**config.mk**
```make
export PLATFORM = sky130hd
export DESIGN_NAME = pin_and_peripheral_intc
export DESIGN_NICKNAME = d
export VERILOG_FILES = /design/src/rtl/intc_pkg.sv /design/src/rtl/pin_and_peripheral_intc.sv
export SDC_FILE = /design/constraint.sdc
export NUM_CORES = 1
export LEC_CHECK = 0
export BUFFER_PORTS_ARGS = -buffer_cell sky130_fd_sc_hd__buf_4
export CAP_MARGIN = 20
export CORE_MARGIN = 10
export CORE_UTILIZATION = 30
export CTS_CLUSTER_DIAMETER = 80
export DETAILED_ROUTE_END_ITERATION = 10
export GPL_ROUTABILITY_DRIVEN = 1
export PLACE_DENSITY = 0.55
export SLEW_MARGIN = 10
export SYNTH_ARGS = -nofsm -noshare
export SYNTH_HDL_FRONTEND = slang
export SYNTH_SLANG_ARGS = --single-unit
```
**constraint.sdc**
```tcl
create_clock -name mclk_i -period 6.9 [get_ports mclk_i]
set_input_delay 1.035 -clock mclk_i [delete_from_list [all_inputs] [get_ports mclk_i]]
set_output_delay 1.035 -clock mclk_i [all_outputs]
set_load 0.005 [all_outputs]
```
**src/rtl/intc_pkg.sv**
```systemverilog
// constants, types and state layout of the pin and peripheral interrupt controller
// assumes one system clock and an apb master with 32-bit data
`default_nettype none

package intc_pkg;

  // source counts
  localparam int N_WAKE   = 8;
  localparam int N_EXT    = 2;
  localparam int N_PERIPH = 7;
  localparam int N_CH     = 11;

  // register byte offsets
  localparam logic [11:0] OFF_ENABLE_ONE  = 12'h000;
  localparam logic [11:0] OFF_ENABLE_TWO  = 12'h004;
  localparam logic [11:0] OFF_REQUEST_ONE = 12'h008;
  localparam logic [11:0] OFF_REQUEST_TWO = 12'h00c;
  localparam logic [11:0] OFF_WAKE_FLAG   = 12'h010;
  localparam logic [11:0] OFF_EDGE_SEL    = 12'h014;
  localparam logic [11:0] OFF_EVT_EDGE    = 12'h018;
  localparam logic [11:0] OFF_WAKE_EDGE   = 12'h01c;
  localparam logic [11:0] OFF_PIN_FUNC    = 12'h020;
  localparam logic [11:0] OFF_COND_CODE   = 12'h024;
  localparam logic [11:0] OFF_STATUS      = 12'h028;

  // field positions in enable_reg_one and request_reg_one, the condition code mask bit and the pin_func ext bits
  localparam int BIT_EXT_ZERO  = 0;
  localparam int BIT_EXT_ONE   = 1;
  localparam int BIT_EVT       = 2;
  localparam int BIT_WAKE_EN   = 5;
  localparam int BIT_PERIPH_LO = 6;
  localparam int BIT_MASK      = 7;
  localparam int BIT_PF_EXT    = 8;
  localparam logic [7:0] ONE_MASK = 8'he7;
  localparam logic [7:0] TWO_MASK = 8'h1f;

  // reset values
  localparam logic [7:0] REG_RST  = 8'h00;
  localparam logic       MASK_RST = 1'b1;

  // evt edge field codes
  localparam logic [1:0] EVT_FALL = 2'h0;
  localparam logic [1:0] EVT_RISE = 2'h1;

  // exception entry phase lengths in states
  localparam logic [3:0] STACK_STATES    = 4'h4;
  localparam logic [3:0] VFETCH_STATES   = 4'h2;
  localparam logic [3:0] IFETCH_STATES   = 4'h4;
  localparam logic [3:0] INTERNAL_STATES = 4'h4;

  // channel vectors: ext0, ext1, evt, wakeup, periph0..6
  localparam logic [4:0] CH_VEC [N_CH] = '{5'h04, 5'h05, 5'h06, 5'h09, 5'h14, 5'h13,
                                           5'h12, 5'h0f, 5'h0e, 5'h0c, 5'h0b};
  // channel indices from highest to lowest priority
  localparam int CH_PRIO [N_CH] = '{0, 1, 2, 3, 10, 9, 8, 7, 6, 5, 4};
  localparam int VEC_ADDR_SHIFT = 1;

  typedef enum logic [2:0] {
    ST_IDLE     = 3'b000,
    ST_WAIT     = 3'b001,
    ST_STACK    = 3'b010,
    ST_VFETCH   = 3'b011,
    ST_IFETCH   = 3'b100,
    ST_INTERNAL = 3'b101
  } entry_e;

  typedef struct packed {
    logic        psel;
    logic        penable;
    logic        pwrite;
    logic [11:0] paddr;
    logic [31:0] pwdata;
    logic [3:0]  pstrb;
  } apb_req_s;

  typedef struct packed {
    logic        pready;
    logic [31:0] prdata;
    logic        pslverr;
  } apb_rsp_s;

  typedef struct packed {
    logic        exc_req;
    logic        stack_push;
    logic        vector_fetch;
    logic        instr_fetch;
    logic        internal;
    logic        handler_start;
    logic [4:0]  vector_num;
    logic [15:0] vector_addr;
  } cpu_exc_s;

  typedef struct packed {
    logic [7:0]  wake_s1;
    logic [7:0]  wake_s2;
    logic [7:0]  wake_d;
    logic [1:0]  ext_s1;
    logic [1:0]  ext_s2;
    logic [1:0]  ext_d;
    logic        evt_s1;
    logic        evt_s2;
    logic        evt_d;
    logic [7:0]  en_one;
    logic [7:0]  en_two;
    logic [7:0]  req_one;
    logic [7:0]  req_two;
    logic [7:0]  wake_flag;
    logic [1:0]  edge_sel;
    logic [1:0]  evt_edge;
    logic [7:0]  wake_edge;
    logic [9:0]  pin_func;
    logic        mask;
    entry_e      fsm;
    logic [3:0]  cnt;
    logic [4:0]  vec;
    logic [31:0] prdata;
  } state_s;

endpackage

`default_nettype wire

```
**src/rtl/pin_and_peripheral_intc.sv**
```systemverilog
// pin and peripheral interrupt controller with exception entry sequencer
// assumes apb master on mclk_i, asynchronous pins, cpu reports instruction end
// Operation
// RULE1: enabled wakeup pin edge sets its own wakeup flag bit
// RULE2: wakeup enable low ignores all eight wakeup requests
// RULE3: all wakeup pins share vector 9
// RULE4: each external request pin senses rising or falling edge per select bit
// RULE5: external pin edge sets flag in request_reg_one; own enable disables it
// RULE6: ext zero vector 4, ext one vector 5, zero wins
// RULE7: event pin senses rising, falling or both edges by two-bit field
// RULE8: event flag set only with its enable one and chosen edge seen
// RULE9: event request uses vector 6 and sets mask when handling begins
// RULE10: seven peripheral requests set flags in request regs, each with enable
// RULE11: peripheral vectors are 20, 19, 18, 15, 14, 12 and 11
// RULE12: global mask bit blocks acceptance of all requests
// RULE13: request forwarded only while its enable is one, then flag set
// RULE14: highest-priority pending flag selected, others stay pending
// RULE15: selected request accepted when mask zero, held when mask one
// RULE16: finish current instruction, then push counter and condition codes
// RULE17: exception entry sets the global mask bit
// RULE18: vector address formed, handler address read, execution starts there
// RULE19: software clears enables or flags only while masked
// RULE20: clear conflicting with request: exception follows the clearing access
// RULE21: wait 1 to 13 states for instruction end, 15 to 27 total
// RULE22: entry is 4 stack, 2 vector, 4 fetch, 4 internal states
// RULE23: flags stay set after acceptance; write zero clears, one does nothing
// RULE24: wakeup edge select 0 falling (reset), 1 rising
// RULE25: priority follows a fixed design-time table
//
// The APB interface to the registers and the placing of the registers were decided locally.
`timescale 1ns/1ns
`default_nettype none

module pin_and_peripheral_intc (
  // clock and reset
  input  wire logic              mclk_i,
  input  wire logic              reset_n_i,
  // register bus
  input  wire intc_pkg::apb_req_s apb_i,
  output intc_pkg::apb_rsp_s     apb_o,
  // pins
  input  wire logic [7:0]        wakeup_pins_i,
  input  wire logic [1:0]        ext_request_i,
  input  wire logic              event_counter_pin_i,
  // peripheral requests
  input  wire logic [6:0]        periph_req_i,
  // cpu core
  input  wire logic              instr_done_i,
  output intc_pkg::cpu_exc_s     cpu_o,
  output logic                   mask_o
);

  intc_pkg::state_s r_r;
  intc_pkg::state_s r_nxt;

  logic [7:0]  wake_hit;
  logic [1:0]  ext_hit;
  logic        evt_hit;
  logic [6:0]  periph_hit;
  logic [6:0]  periph_en;
  logic [6:0]  periph_flag;
  logic [10:0] pend;
  logic        any_pend;
  logic [3:0]  sel_ch;
  logic        setup;
  logic        access;
  logic        mapped;
  logic        wr;
  logic [7:0]  wd;
  logic [31:0] rd;

  // bus decode
  always_comb begin
    setup  = apb_i.psel & ~apb_i.penable;
    access = apb_i.psel & apb_i.penable;
    case (apb_i.paddr)
      intc_pkg::OFF_ENABLE_ONE,
      intc_pkg::OFF_ENABLE_TWO,
      intc_pkg::OFF_REQUEST_ONE,
      intc_pkg::OFF_REQUEST_TWO,
      intc_pkg::OFF_WAKE_FLAG,
      intc_pkg::OFF_EDGE_SEL,
      intc_pkg::OFF_EVT_EDGE,
      intc_pkg::OFF_WAKE_EDGE,
      intc_pkg::OFF_PIN_FUNC,
      intc_pkg::OFF_COND_CODE,
      intc_pkg::OFF_STATUS: mapped = 1'b1;
      default:              mapped = 1'b0;
    endcase
    wr = access & apb_i.pwrite & apb_i.pstrb[0] & mapped;
    wd = apb_i.pwdata[7:0];
  end

  // read mux
  always_comb begin
    rd = 32'h0;
    case (apb_i.paddr)
      intc_pkg::OFF_ENABLE_ONE:  rd[7:0] = r_r.en_one;
      intc_pkg::OFF_ENABLE_TWO:  rd[7:0] = r_r.en_two;
      intc_pkg::OFF_REQUEST_ONE: rd[7:0] = r_r.req_one;
      intc_pkg::OFF_REQUEST_TWO: rd[7:0] = r_r.req_two;
      intc_pkg::OFF_WAKE_FLAG:   rd[7:0] = r_r.wake_flag;
      intc_pkg::OFF_EDGE_SEL:    rd[1:0] = r_r.edge_sel;
      intc_pkg::OFF_EVT_EDGE:    rd[1:0] = r_r.evt_edge;
      intc_pkg::OFF_WAKE_EDGE:   rd[7:0] = r_r.wake_edge;
      intc_pkg::OFF_PIN_FUNC:    rd[9:0] = r_r.pin_func;
      intc_pkg::OFF_COND_CODE:   rd[intc_pkg::BIT_MASK] = r_r.mask;
      intc_pkg::OFF_STATUS:      rd[15:0] = {any_pend, 4'h0, r_r.fsm, 3'h0, r_r.vec};
      default:                   rd = 32'h0;
    endcase
  end

  // edge detection and source gating
  always_comb begin
    for (int i = 0; i < intc_pkg::N_WAKE; i++) begin
      wake_hit[i] = r_r.pin_func[i] & r_r.en_one[intc_pkg::BIT_WAKE_EN] &       // [RULE1] [RULE2]
                    (r_r.wake_edge[i] ? (r_r.wake_s2[i] & ~r_r.wake_d[i])        // [RULE24]
                                      : (~r_r.wake_s2[i] & r_r.wake_d[i]));
    end
    for (int i = 0; i < intc_pkg::N_EXT; i++) begin
      ext_hit[i] = r_r.pin_func[intc_pkg::BIT_PF_EXT + i] &                      // [RULE5]
                   r_r.en_one[intc_pkg::BIT_EXT_ZERO + i] &                      // [RULE13]
                   (r_r.edge_sel[i] ? (r_r.ext_s2[i] & ~r_r.ext_d[i])           // [RULE4]
                                    : (~r_r.ext_s2[i] & r_r.ext_d[i]));
    end
    case (r_r.evt_edge)                                                          // [RULE7]
      intc_pkg::EVT_FALL: evt_hit = ~r_r.evt_s2 & r_r.evt_d;
      intc_pkg::EVT_RISE: evt_hit = r_r.evt_s2 & ~r_r.evt_d;
      default:            evt_hit = r_r.evt_s2 ^ r_r.evt_d;
    endcase
    evt_hit     = evt_hit & r_r.en_one[intc_pkg::BIT_EVT];                       // [RULE8]
    periph_en   = {r_r.en_two[4:0], r_r.en_one[7:6]};
    periph_flag = {r_r.req_two[4:0], r_r.req_one[7:6]};
    periph_hit  = periph_req_i & periph_en;                                      // [RULE10] [RULE13]
  end

  // pending channels and priority pick
  always_comb begin
    pend[0] = r_r.req_one[intc_pkg::BIT_EXT_ZERO] & r_r.en_one[intc_pkg::BIT_EXT_ZERO];
    pend[1] = r_r.req_one[intc_pkg::BIT_EXT_ONE] & r_r.en_one[intc_pkg::BIT_EXT_ONE];
    pend[2] = r_r.req_one[intc_pkg::BIT_EVT] & r_r.en_one[intc_pkg::BIT_EVT];
    pend[3] = (|r_r.wake_flag) & r_r.en_one[intc_pkg::BIT_WAKE_EN];             // [RULE2] [RULE3]
    pend[10:4] = periph_flag & periph_en;
    any_pend = |pend;
    sel_ch   = 4'h0;
    for (int k = intc_pkg::N_CH - 1; k >= 0; k--) begin                         // [RULE14] [RULE25]
      if (pend[intc_pkg::CH_PRIO[k]]) begin
        sel_ch = 4'(intc_pkg::CH_PRIO[k]);                                       // [RULE6]
      end
    end
  end

  // next state
  always_comb begin
    r_nxt = r_r;
    // pin synchronisers and edge history
    r_nxt.wake_s1 = wakeup_pins_i;
    r_nxt.wake_s2 = r_r.wake_s1;
    r_nxt.wake_d  = r_r.wake_s2;
    r_nxt.ext_s1  = ext_request_i;
    r_nxt.ext_s2  = r_r.ext_s1;
    r_nxt.ext_d   = r_r.ext_s2;
    r_nxt.evt_s1  = event_counter_pin_i;
    r_nxt.evt_s2  = r_r.evt_s1;
    r_nxt.evt_d   = r_r.evt_s2;

    // read data captured in setup phase
    if (setup) begin
      r_nxt.prdata = rd;
    end

    // configuration writes
    if (wr && apb_i.paddr == intc_pkg::OFF_ENABLE_ONE) begin
      r_nxt.en_one = wd & intc_pkg::ONE_MASK;
    end
    if (wr && apb_i.paddr == intc_pkg::OFF_ENABLE_TWO) begin
      r_nxt.en_two = wd & intc_pkg::TWO_MASK;
    end
    if (wr && apb_i.paddr == intc_pkg::OFF_EDGE_SEL) begin
      r_nxt.edge_sel = wd[1:0];
    end
    if (wr && apb_i.paddr == intc_pkg::OFF_EVT_EDGE) begin
      r_nxt.evt_edge = wd[1:0];
    end
    if (wr && apb_i.paddr == intc_pkg::OFF_WAKE_EDGE) begin
      r_nxt.wake_edge = wd;
    end
    if (wr && apb_i.paddr == intc_pkg::OFF_PIN_FUNC) begin
      r_nxt.pin_func = {apb_i.pwdata[9:8] & {2{apb_i.pstrb[1]}}, wd};
    end
    if (wr && apb_i.paddr == intc_pkg::OFF_COND_CODE) begin
      r_nxt.mask = wd[intc_pkg::BIT_MASK];
    end

    // flags: write zero clears, one keeps, a new set wins
    if (wr && apb_i.paddr == intc_pkg::OFF_REQUEST_ONE) begin
      r_nxt.req_one = r_r.req_one & wd;                                          // [RULE23]
    end
    if (wr && apb_i.paddr == intc_pkg::OFF_REQUEST_TWO) begin
      r_nxt.req_two = r_r.req_two & wd;                                          // [RULE23]
    end
    if (wr && apb_i.paddr == intc_pkg::OFF_WAKE_FLAG) begin
      r_nxt.wake_flag = r_r.wake_flag & wd;                                      // [RULE23]
    end
    r_nxt.req_one = (r_nxt.req_one | {periph_hit[1:0], 3'h0, evt_hit, ext_hit})   // [RULE5] [RULE8]
                    & intc_pkg::ONE_MASK;
    r_nxt.req_two = (r_nxt.req_two | {3'h0, periph_hit[6:2]}) & intc_pkg::TWO_MASK; // [RULE10]
    r_nxt.wake_flag = r_nxt.wake_flag | wake_hit;                                // [RULE1]

    // exception entry sequencer
    case (r_r.fsm)
      intc_pkg::ST_IDLE: begin
        // a bus access in flight finishes before acceptance
        if (any_pend && !r_r.mask && !apb_i.psel) begin                          // [RULE12] [RULE15] [RULE20]
          r_nxt.vec = intc_pkg::CH_VEC[sel_ch];                                  // [RULE3] [RULE9] [RULE11]
          r_nxt.fsm = intc_pkg::ST_WAIT;
        end
      end
      intc_pkg::ST_WAIT: begin
        if (instr_done_i) begin                                                  // [RULE16] [RULE21]
          r_nxt.fsm  = intc_pkg::ST_STACK;
          r_nxt.cnt  = intc_pkg::STACK_STATES - 4'h1;
        end
      end
      intc_pkg::ST_STACK: begin
        r_nxt.mask = 1'b1;                                                       // [RULE9] [RULE17]
        r_nxt.cnt  = r_r.cnt - 4'h1;
        if (r_r.cnt == 4'h0) begin                                               // [RULE22]
          r_nxt.fsm = intc_pkg::ST_VFETCH;
          r_nxt.cnt = intc_pkg::VFETCH_STATES - 4'h1;
        end
      end
      intc_pkg::ST_VFETCH: begin
        r_nxt.cnt = r_r.cnt - 4'h1;
        if (r_r.cnt == 4'h0) begin                                               // [RULE22]
          r_nxt.fsm = intc_pkg::ST_IFETCH;
          r_nxt.cnt = intc_pkg::IFETCH_STATES - 4'h1;
        end
      end
      intc_pkg::ST_IFETCH: begin
        r_nxt.cnt = r_r.cnt - 4'h1;
        if (r_r.cnt == 4'h0) begin                                               // [RULE22]
          r_nxt.fsm = intc_pkg::ST_INTERNAL;
          r_nxt.cnt = intc_pkg::INTERNAL_STATES - 4'h1;
        end
      end
      intc_pkg::ST_INTERNAL: begin
        r_nxt.cnt = r_r.cnt - 4'h1;
        if (r_r.cnt == 4'h0) begin                                               // [RULE22]
          r_nxt.fsm = intc_pkg::ST_IDLE;
          r_nxt.cnt = 4'h0;
        end
      end
      default: begin
        r_nxt.fsm = intc_pkg::ST_IDLE;
        r_nxt.cnt = 4'h0;
      end
    endcase
  end

  // state register
  always_ff @(posedge mclk_i or negedge reset_n_i) begin
    if (!reset_n_i) begin
      r_r           <= '0;
      r_r.en_one    <= intc_pkg::REG_RST;
      r_r.wake_edge <= intc_pkg::REG_RST;                                        // [RULE24]
      r_r.mask      <= intc_pkg::MASK_RST;
    end else begin
      r_r <= r_nxt;
    end
  end

  // bus answer: zero wait states, error on unmapped address
  always_comb begin
    apb_o.pready  = access;
    apb_o.prdata  = r_r.prdata;
    apb_o.pslverr = access & ~mapped;
  end

  // cpu side strobes
  always_comb begin
    cpu_o.exc_req       = (r_r.fsm == intc_pkg::ST_WAIT);                        // [RULE16]
    cpu_o.stack_push    = (r_r.fsm == intc_pkg::ST_STACK);                       // [RULE16]
    cpu_o.vector_fetch  = (r_r.fsm == intc_pkg::ST_VFETCH);                      // [RULE18]
    cpu_o.instr_fetch   = (r_r.fsm == intc_pkg::ST_IFETCH);                      // [RULE18]
    cpu_o.internal      = (r_r.fsm == intc_pkg::ST_INTERNAL);
    cpu_o.handler_start = (r_r.fsm == intc_pkg::ST_INTERNAL) && (r_r.cnt == 4'h0);
    cpu_o.vector_num    = r_r.vec;
    cpu_o.vector_addr   = 16'(r_r.vec) << intc_pkg::VEC_ADDR_SHIFT;              // [RULE18]
    mask_o              = r_r.mask;
  end

endmodule // pin_and_peripheral_intc

`default_nettype wire

```
Word level (Yosys, flattened, before mapping)
Memory sizes are Yosys's and may differ from the RTL's. A register that Yosys moved wholly into a read port is not among the register bits.
Index checks and enable logic that the tools add are counted.
- bits in registers: 109
- memory bits (read-only): 80
- logic and storage cells: 203
- input port bits: 72
- memories: 1
- output and inout port bits: 62
- add/subtract/negate cells: 1
- equal/unequal tests: 22
- mux-type cells: 41
- reduce and logical (&&, ||, !) cells: 27
- bitwise operators: 89
- memory list (memory ; depth ; bits a word ; rd ports ; clocked after Yosys merged registers in ; write ports ; RTL line ; RTL):
    (no name shown) ; 16 ; 5 ; 1 ; 1 ; 0 ; pin_and_peripheral_intc.sv:215 ; r_nxt.vec = intc_pkg::CH_VEC[sel_ch];
- operators by type and width (kind ; number):
    $and A1 B1 Y1 ; 53
    $eq A12 B5 Y1 const B ; 4
    $mux W4 ; 10
    $pmux W5 S8 ; 1
    $eq A12 B6 Y1 const B ; 3
    $mux W7 ; 5
    $not A1 Y1 ; 25
    $eq A12 B4 Y1 const B ; 2
    $pmux W4 S6 ; 1
    $reduce_or A11 Y1 ; 2
    $pmux W2 S10 ; 1
    $pmux W3 S6 ; 1
    $and A8 B8 Y8 ; 2
    $mux W8 ; 2
    $or A8 B8 Y8 ; 2
    $and A7 B7 Y7 ; 2
    $logic_and A1 B1 Y1 ; 13
    $mux W1 ; 13
    $eq A12 B3 Y1 const B ; 1
    $logic_not A12 Y1 ; 1
    $ne A2 B1 Y1 const B ; 4
    $reduce_or A8 Y1 ; 1
    $eq A3 B2 Y1 const B ; 2
    $eq A3 B3 Y1 const B ; 2
    22 further kinds ; 27

Logic depth before layout (Yosys ltp)
- depth after elaboration: 13
- gate-level depth with buffers: 9
- mapped depth without buffers: 9

Worst setup path before layout
Ideal clock, no wire load.
- path type: input to register
- start: in apb_i[45] (netlist bit)
- end: reg r_r[45] (netlist bit)
- path buffers: 1
- data arrival time: 2.683 ns
- stages on the path: 6
- library setup time: 0.125 ns
- required time: 6.775 ns
- path slack: 4.092 ns
- path through: nor4_4 -> and3_1 -> nand3_1 -> buf_2 -> nor3_4 -> mux2_2
- longest elaborated chain between the ends: 5
- elaborated cells between the ends (all ways): 15
- those cells by class: eq/ne (10); mux (1); bitwise (1); reduce/logical (3)
- ends and longest elaborated chain (what ; RTL line ; RTL):
    from (decl) ; pin_and_peripheral_intc.sv:39 ; input wire intc_pkg::apb_req_s apb_i,
    $eq A12 B3 Y1, or another cell as far along ; pin_and_peripheral_intc.sv:76 ; case (apb_i.paddr)
    $reduce_or A11 Y1 ; pin_and_peripheral_intc.sv:76 ;
    $mux W1 ; pin_and_peripheral_intc.sv:76 ;
    $and A1 B1 Y1 ; pin_and_peripheral_intc.sv:90 ; wr = access & apb_i.pwrite & apb_i.pstrb[0] & mapped;
    $logic_and A1 B1 Y1 (*) ; pin_and_peripheral_intc.sv:188 ; if (wr && apb_i.paddr == intc_pkg::OFF_PIN_FUNC) begin
    to (signal assigned) ; pin_and_peripheral_intc.sv:269 ; r_r <= r_nxt;
    to (decl) ; pin_and_peripheral_intc.sv:53 ; intc_pkg::state_s r_r;
Mark *: on every way between the ends. The rest lies on a longest branch, timed or not.
A chain may end at the register's enable or synchronous reset.

Final worst setup path
- start: in apb_i[45] (netlist bit)
- end: reg r_r[58] (netlist bit)
- longest elaborated chain between the ends: 5
- elaborated cells between the ends (all ways): 15
- those cells by class: eq/ne (10); mux (1); bitwise (1); reduce/logical (3)
- ends and longest elaborated chain (what ; RTL line ; RTL):
    $eq A12 B3 Y1, or another cell as far along ; pin_and_peripheral_intc.sv:76 ;
    $reduce_or A11 Y1 ; pin_and_peripheral_intc.sv:76 ;
    $mux W1 ; pin_and_peripheral_intc.sv:76 ;
    $and A1 B1 Y1 ; pin_and_peripheral_intc.sv:90 ;
    $logic_and A1 B1 Y1 (*) ; pin_and_peripheral_intc.sv:185 ; if (wr && apb_i.paddr == intc_pkg::OFF_WAKE_EDGE) begin
Marked as above.

==> summary.md <==
| Metric | Value |
|---|---|
| PD cells | 199.7 nW/um^2 |
| Leading area contributor after synthesis | dfrtp_1 |
| Top cells by count, synth | 109 x dfrtp_1, 69 x nand2_1, 54 x buf_4 |
| Synthesis-to-layout area growth | 14.92% |
| CTS tree | built |
| Clk slew on worst S/H paths | 0.08 ns |
| I/O pin total | 134 |
| Post-CTS setup buffers | 0 |
| Startpoint Class | input port |
| Fin util | 34.79% |
| DRC Markers | 0 |
| Die Span Y | 156.9 um |
| CP endpoint kind | register |
| Asr flop ratio synth | 100.0% |
| Tcrit/Tclk final | 50.66% |
| Avg Inst Size Synth | 10.19 um^2 |
| Drt pass-1 iters | 5 |
| Top-count cell post-synth | dfrtp_1 |
| Worst-path maximum fanout | 11 |
| Setup TNS | 0 ns |
| Vias per inst | 5.111 |
| Post-Syn Instances | 552 |
| Final ANT Viol Nets | 0 |
| Initial antenna violation count | 0 |
| Ant diodes | 0 |
| Share of layout cells above drive strength 1 | 25.21% |
| Area after DPL | 6155 um^2 |
| Cts repair resizes | 0 |
| H-tree levels | 3 |
| Iteration-0 DRC Markers | 343 |
| GPL Wtd Cong | 0.9055 |
| Critical path arrival | 3.74 ns |
| RSZ-0062 raised after global routing | no |
| Seq/Total Area, Yosys | 48.95% |
| First-pass GRT wire length | 24230 um |
| Top cells by area, synth | dfrtp_1 48%, buf_4 7.2%, mux2_2 6.8%, nand2_1 4.6%, nor2_1 2.8% |
| Register bit count reported by yosys | 110 |
| Hold Violations, Final | 0 |
| Gr usage total | 12.62% |
| Number of setup violations in the final report | 0 |
| Final wirelength | 15610 um |
| Number of flops mapped to enable cells by yosys | 0 |
| Num CTS Buffers | 9 |
| Max incr delay on CP | 0.92 ns |
| Number of global-route vias before repair | 4312 |
| Hold WC Path Type | register to register |
| Crit-path cells | buf_4 > nor4_4 > and3_1 > nand3_1 > nor2b_1 > mux2_2 |
| Main synth FF type | dfrtp_1 |
| I/O Buffers | 78 |
| Synth warn | 0 |
| Fin area | 6465 um^2 |
| Tightest Pin Transition | 0.9606 ns |
| VDD IR-drop max | 124.3 uV |
| DIE AREA | 24630 um^2 |
| Area share of the largest cell type after synthesis | 48.49% |
| Critical path's slowest cell | nor2b_1 |
| Status | completed |
| FMAX | 286.1 MHz |
| Worst skew pair latency | 0.36 ns |
| Worst Setup Path Type | input port to register |
| WL/cell | 18.56 um |
| Clock Skew | 0.009832 ns |
| Largest net degree at the start of global routing | 61 |
| Max-Cap Viols | 0 |
| Detailed-route via count | 4298 |
| Critical path required time | 7.14 ns |
| DP HPWL | 11910 um |
| Place WS | 2.981 ns |
| Row Count | 50 |
| Die extent in x | 156.9 um |
| Area of the core | 18580 um^2 |
| Sinks on Clock Net | 110 |
| Cell area after synthesis | 5625 um^2 |
| # hold bufs at CTS | 0 |
| Slew HR | 35.83% |
| Final min period | 3.496 ns |
| Initial Util | 30.28% |
| Max clock buf depth | 2 |
| Max Slew Vio Count | 0 |
| Grt total ovfl | 0 |
| Setup ws final | 3.404 ns |
| Unique masters post-synth | 66 |
| Pleak | 2.925 nW |
| Root Driver | clkbuf_16 |
| NumNets Final | 681 |
registers in the layout, indices dropped and copies added (netlist names):
signal	cells
cpu_o	5
apb_o	12
r_r	56
periph_flag	7
periph_en	7
r_nxt	22
mask_o	1
power by group:
| part | leakage, nW | internal, mW | switching, mW | total (mW) |
|---|---|---|---|---|
| Sequential | 1.41 | 0.659 | 0.00801 | 0.667 |
| Clock | 0.148 | 0.294 | 0.243 | 0.537 |
| Combinational | 1.37 | 0.0348 | 0.0521 | 0.0869 |
| Total | 2.92 | 0.987 | 0.304 | 1.29 |
worst paths after layout:
| kind | startpoint | to | slack [ns] | cells after the start |
|---|---|---|---|---|
| worst min-delay path | r_nxt[131] | r_nxt[123] | 0.35 | 0 |
| worst max register to register | r_r[72] | cpu_o[3] | 4.07 | 7 |
| worst min register to register | r_nxt[131] | r_nxt[123] | 0.35 | 0 |
| max in group asynchronous | reset_n_i | r_r[46] | 4.98 | 2 |
| min in group asynchronous | reset_n_i | r_r[121] | 0.71 | 1 |
| worst max-delay path | apb_i[45] | r_r[58] | 3.40 | 6 |
cells in the final DEF (no fill, tap or decap), types with 3 or more instances in the layout:
cell / instances
a32oi_1: 3
dfrtp_1: 109
mux2_2: 34
buf_4: 80
nand2b_1: 8
a22o_1: 6
a22oi_1: 10
clkbuf_16: 9
and2_1: 4
nor3_1: 11
nor4_1: 3
a21oi_1: 21
a21bo_2: 3
mux2i_1: 10
a31oi_1: 8
nor3_2: 4
nand3_1: 14
conb_1: 31
nor2_1: 42
and3_1: 3
o21ai_0: 31
a32o_1: 5
a221oi_1: 4
nand4_1: 7
or2_2: 3
inv_1: 11
a222oi_1: 4
nor2b_1: 6
nand2_1: 69
ha_1: 6
layer usage:
metal  vias up  share of wire (%)  global-route usage [%]
met4         0                1.6                   3.281
met1      2071                 44                   16.86
met3        19                9.4                   4.312
li1       2015                  -                       -
met2       193                 45                   19.06
met5         -                  0                       0
area by class of cell:
class                      count  area [um^2]
clock buffer                  10        239.0
clock inverter                 5        71.32
fill                        1856        12120
inverter                      11        41.29
multi-input combinational    391         2466
sequential                   110         2754
tap                          234        292.8
timing repair buffer          80        600.6
kinds of logic (layout without fill, tap and decap cells):
| group | after synthesis | after routing | share of synthesized area (%) |
|---|---|---|---|
| muxes | 46 | 46 | 9.119 |
| DFF | 110 | 110 | 48.95 |
| and+or+nand+nor | 188 | 188 | 16.53 |
| adders and majority gates | 6 | 6 | 1.334 |
| buffers and inverters | 81 | 106 | 9.208 |
| other | 1 | 31 | 0.06666 |
| AOI/OAI and AO/OA | 120 | 120 | 14.79 |
critical path: cells and delay by family:
family,cells,cell delay (ns)
buffers and inverters,1,0.12
muxes,1,0.42
and+or+nand+nor,4,2.16
per-stage QoR:
| step | cells | total power [mW] | hold WS (ns) |
|---|---|---|---|
| floorplan | 582 | 0.7263 | 0.3312 |
| detailed placement | 826 | 0.7669 | 0.3347 |
| CTS | 841 | 1.314 | 0.3532 |
| global route | 841 | 1.348 | 0.3550 |
| global placement | 826 | 0.7653 | 0.3324 |
| finish | 841 | 1.291 | 0.3517 |
Power figures use the tool's default switching activity.
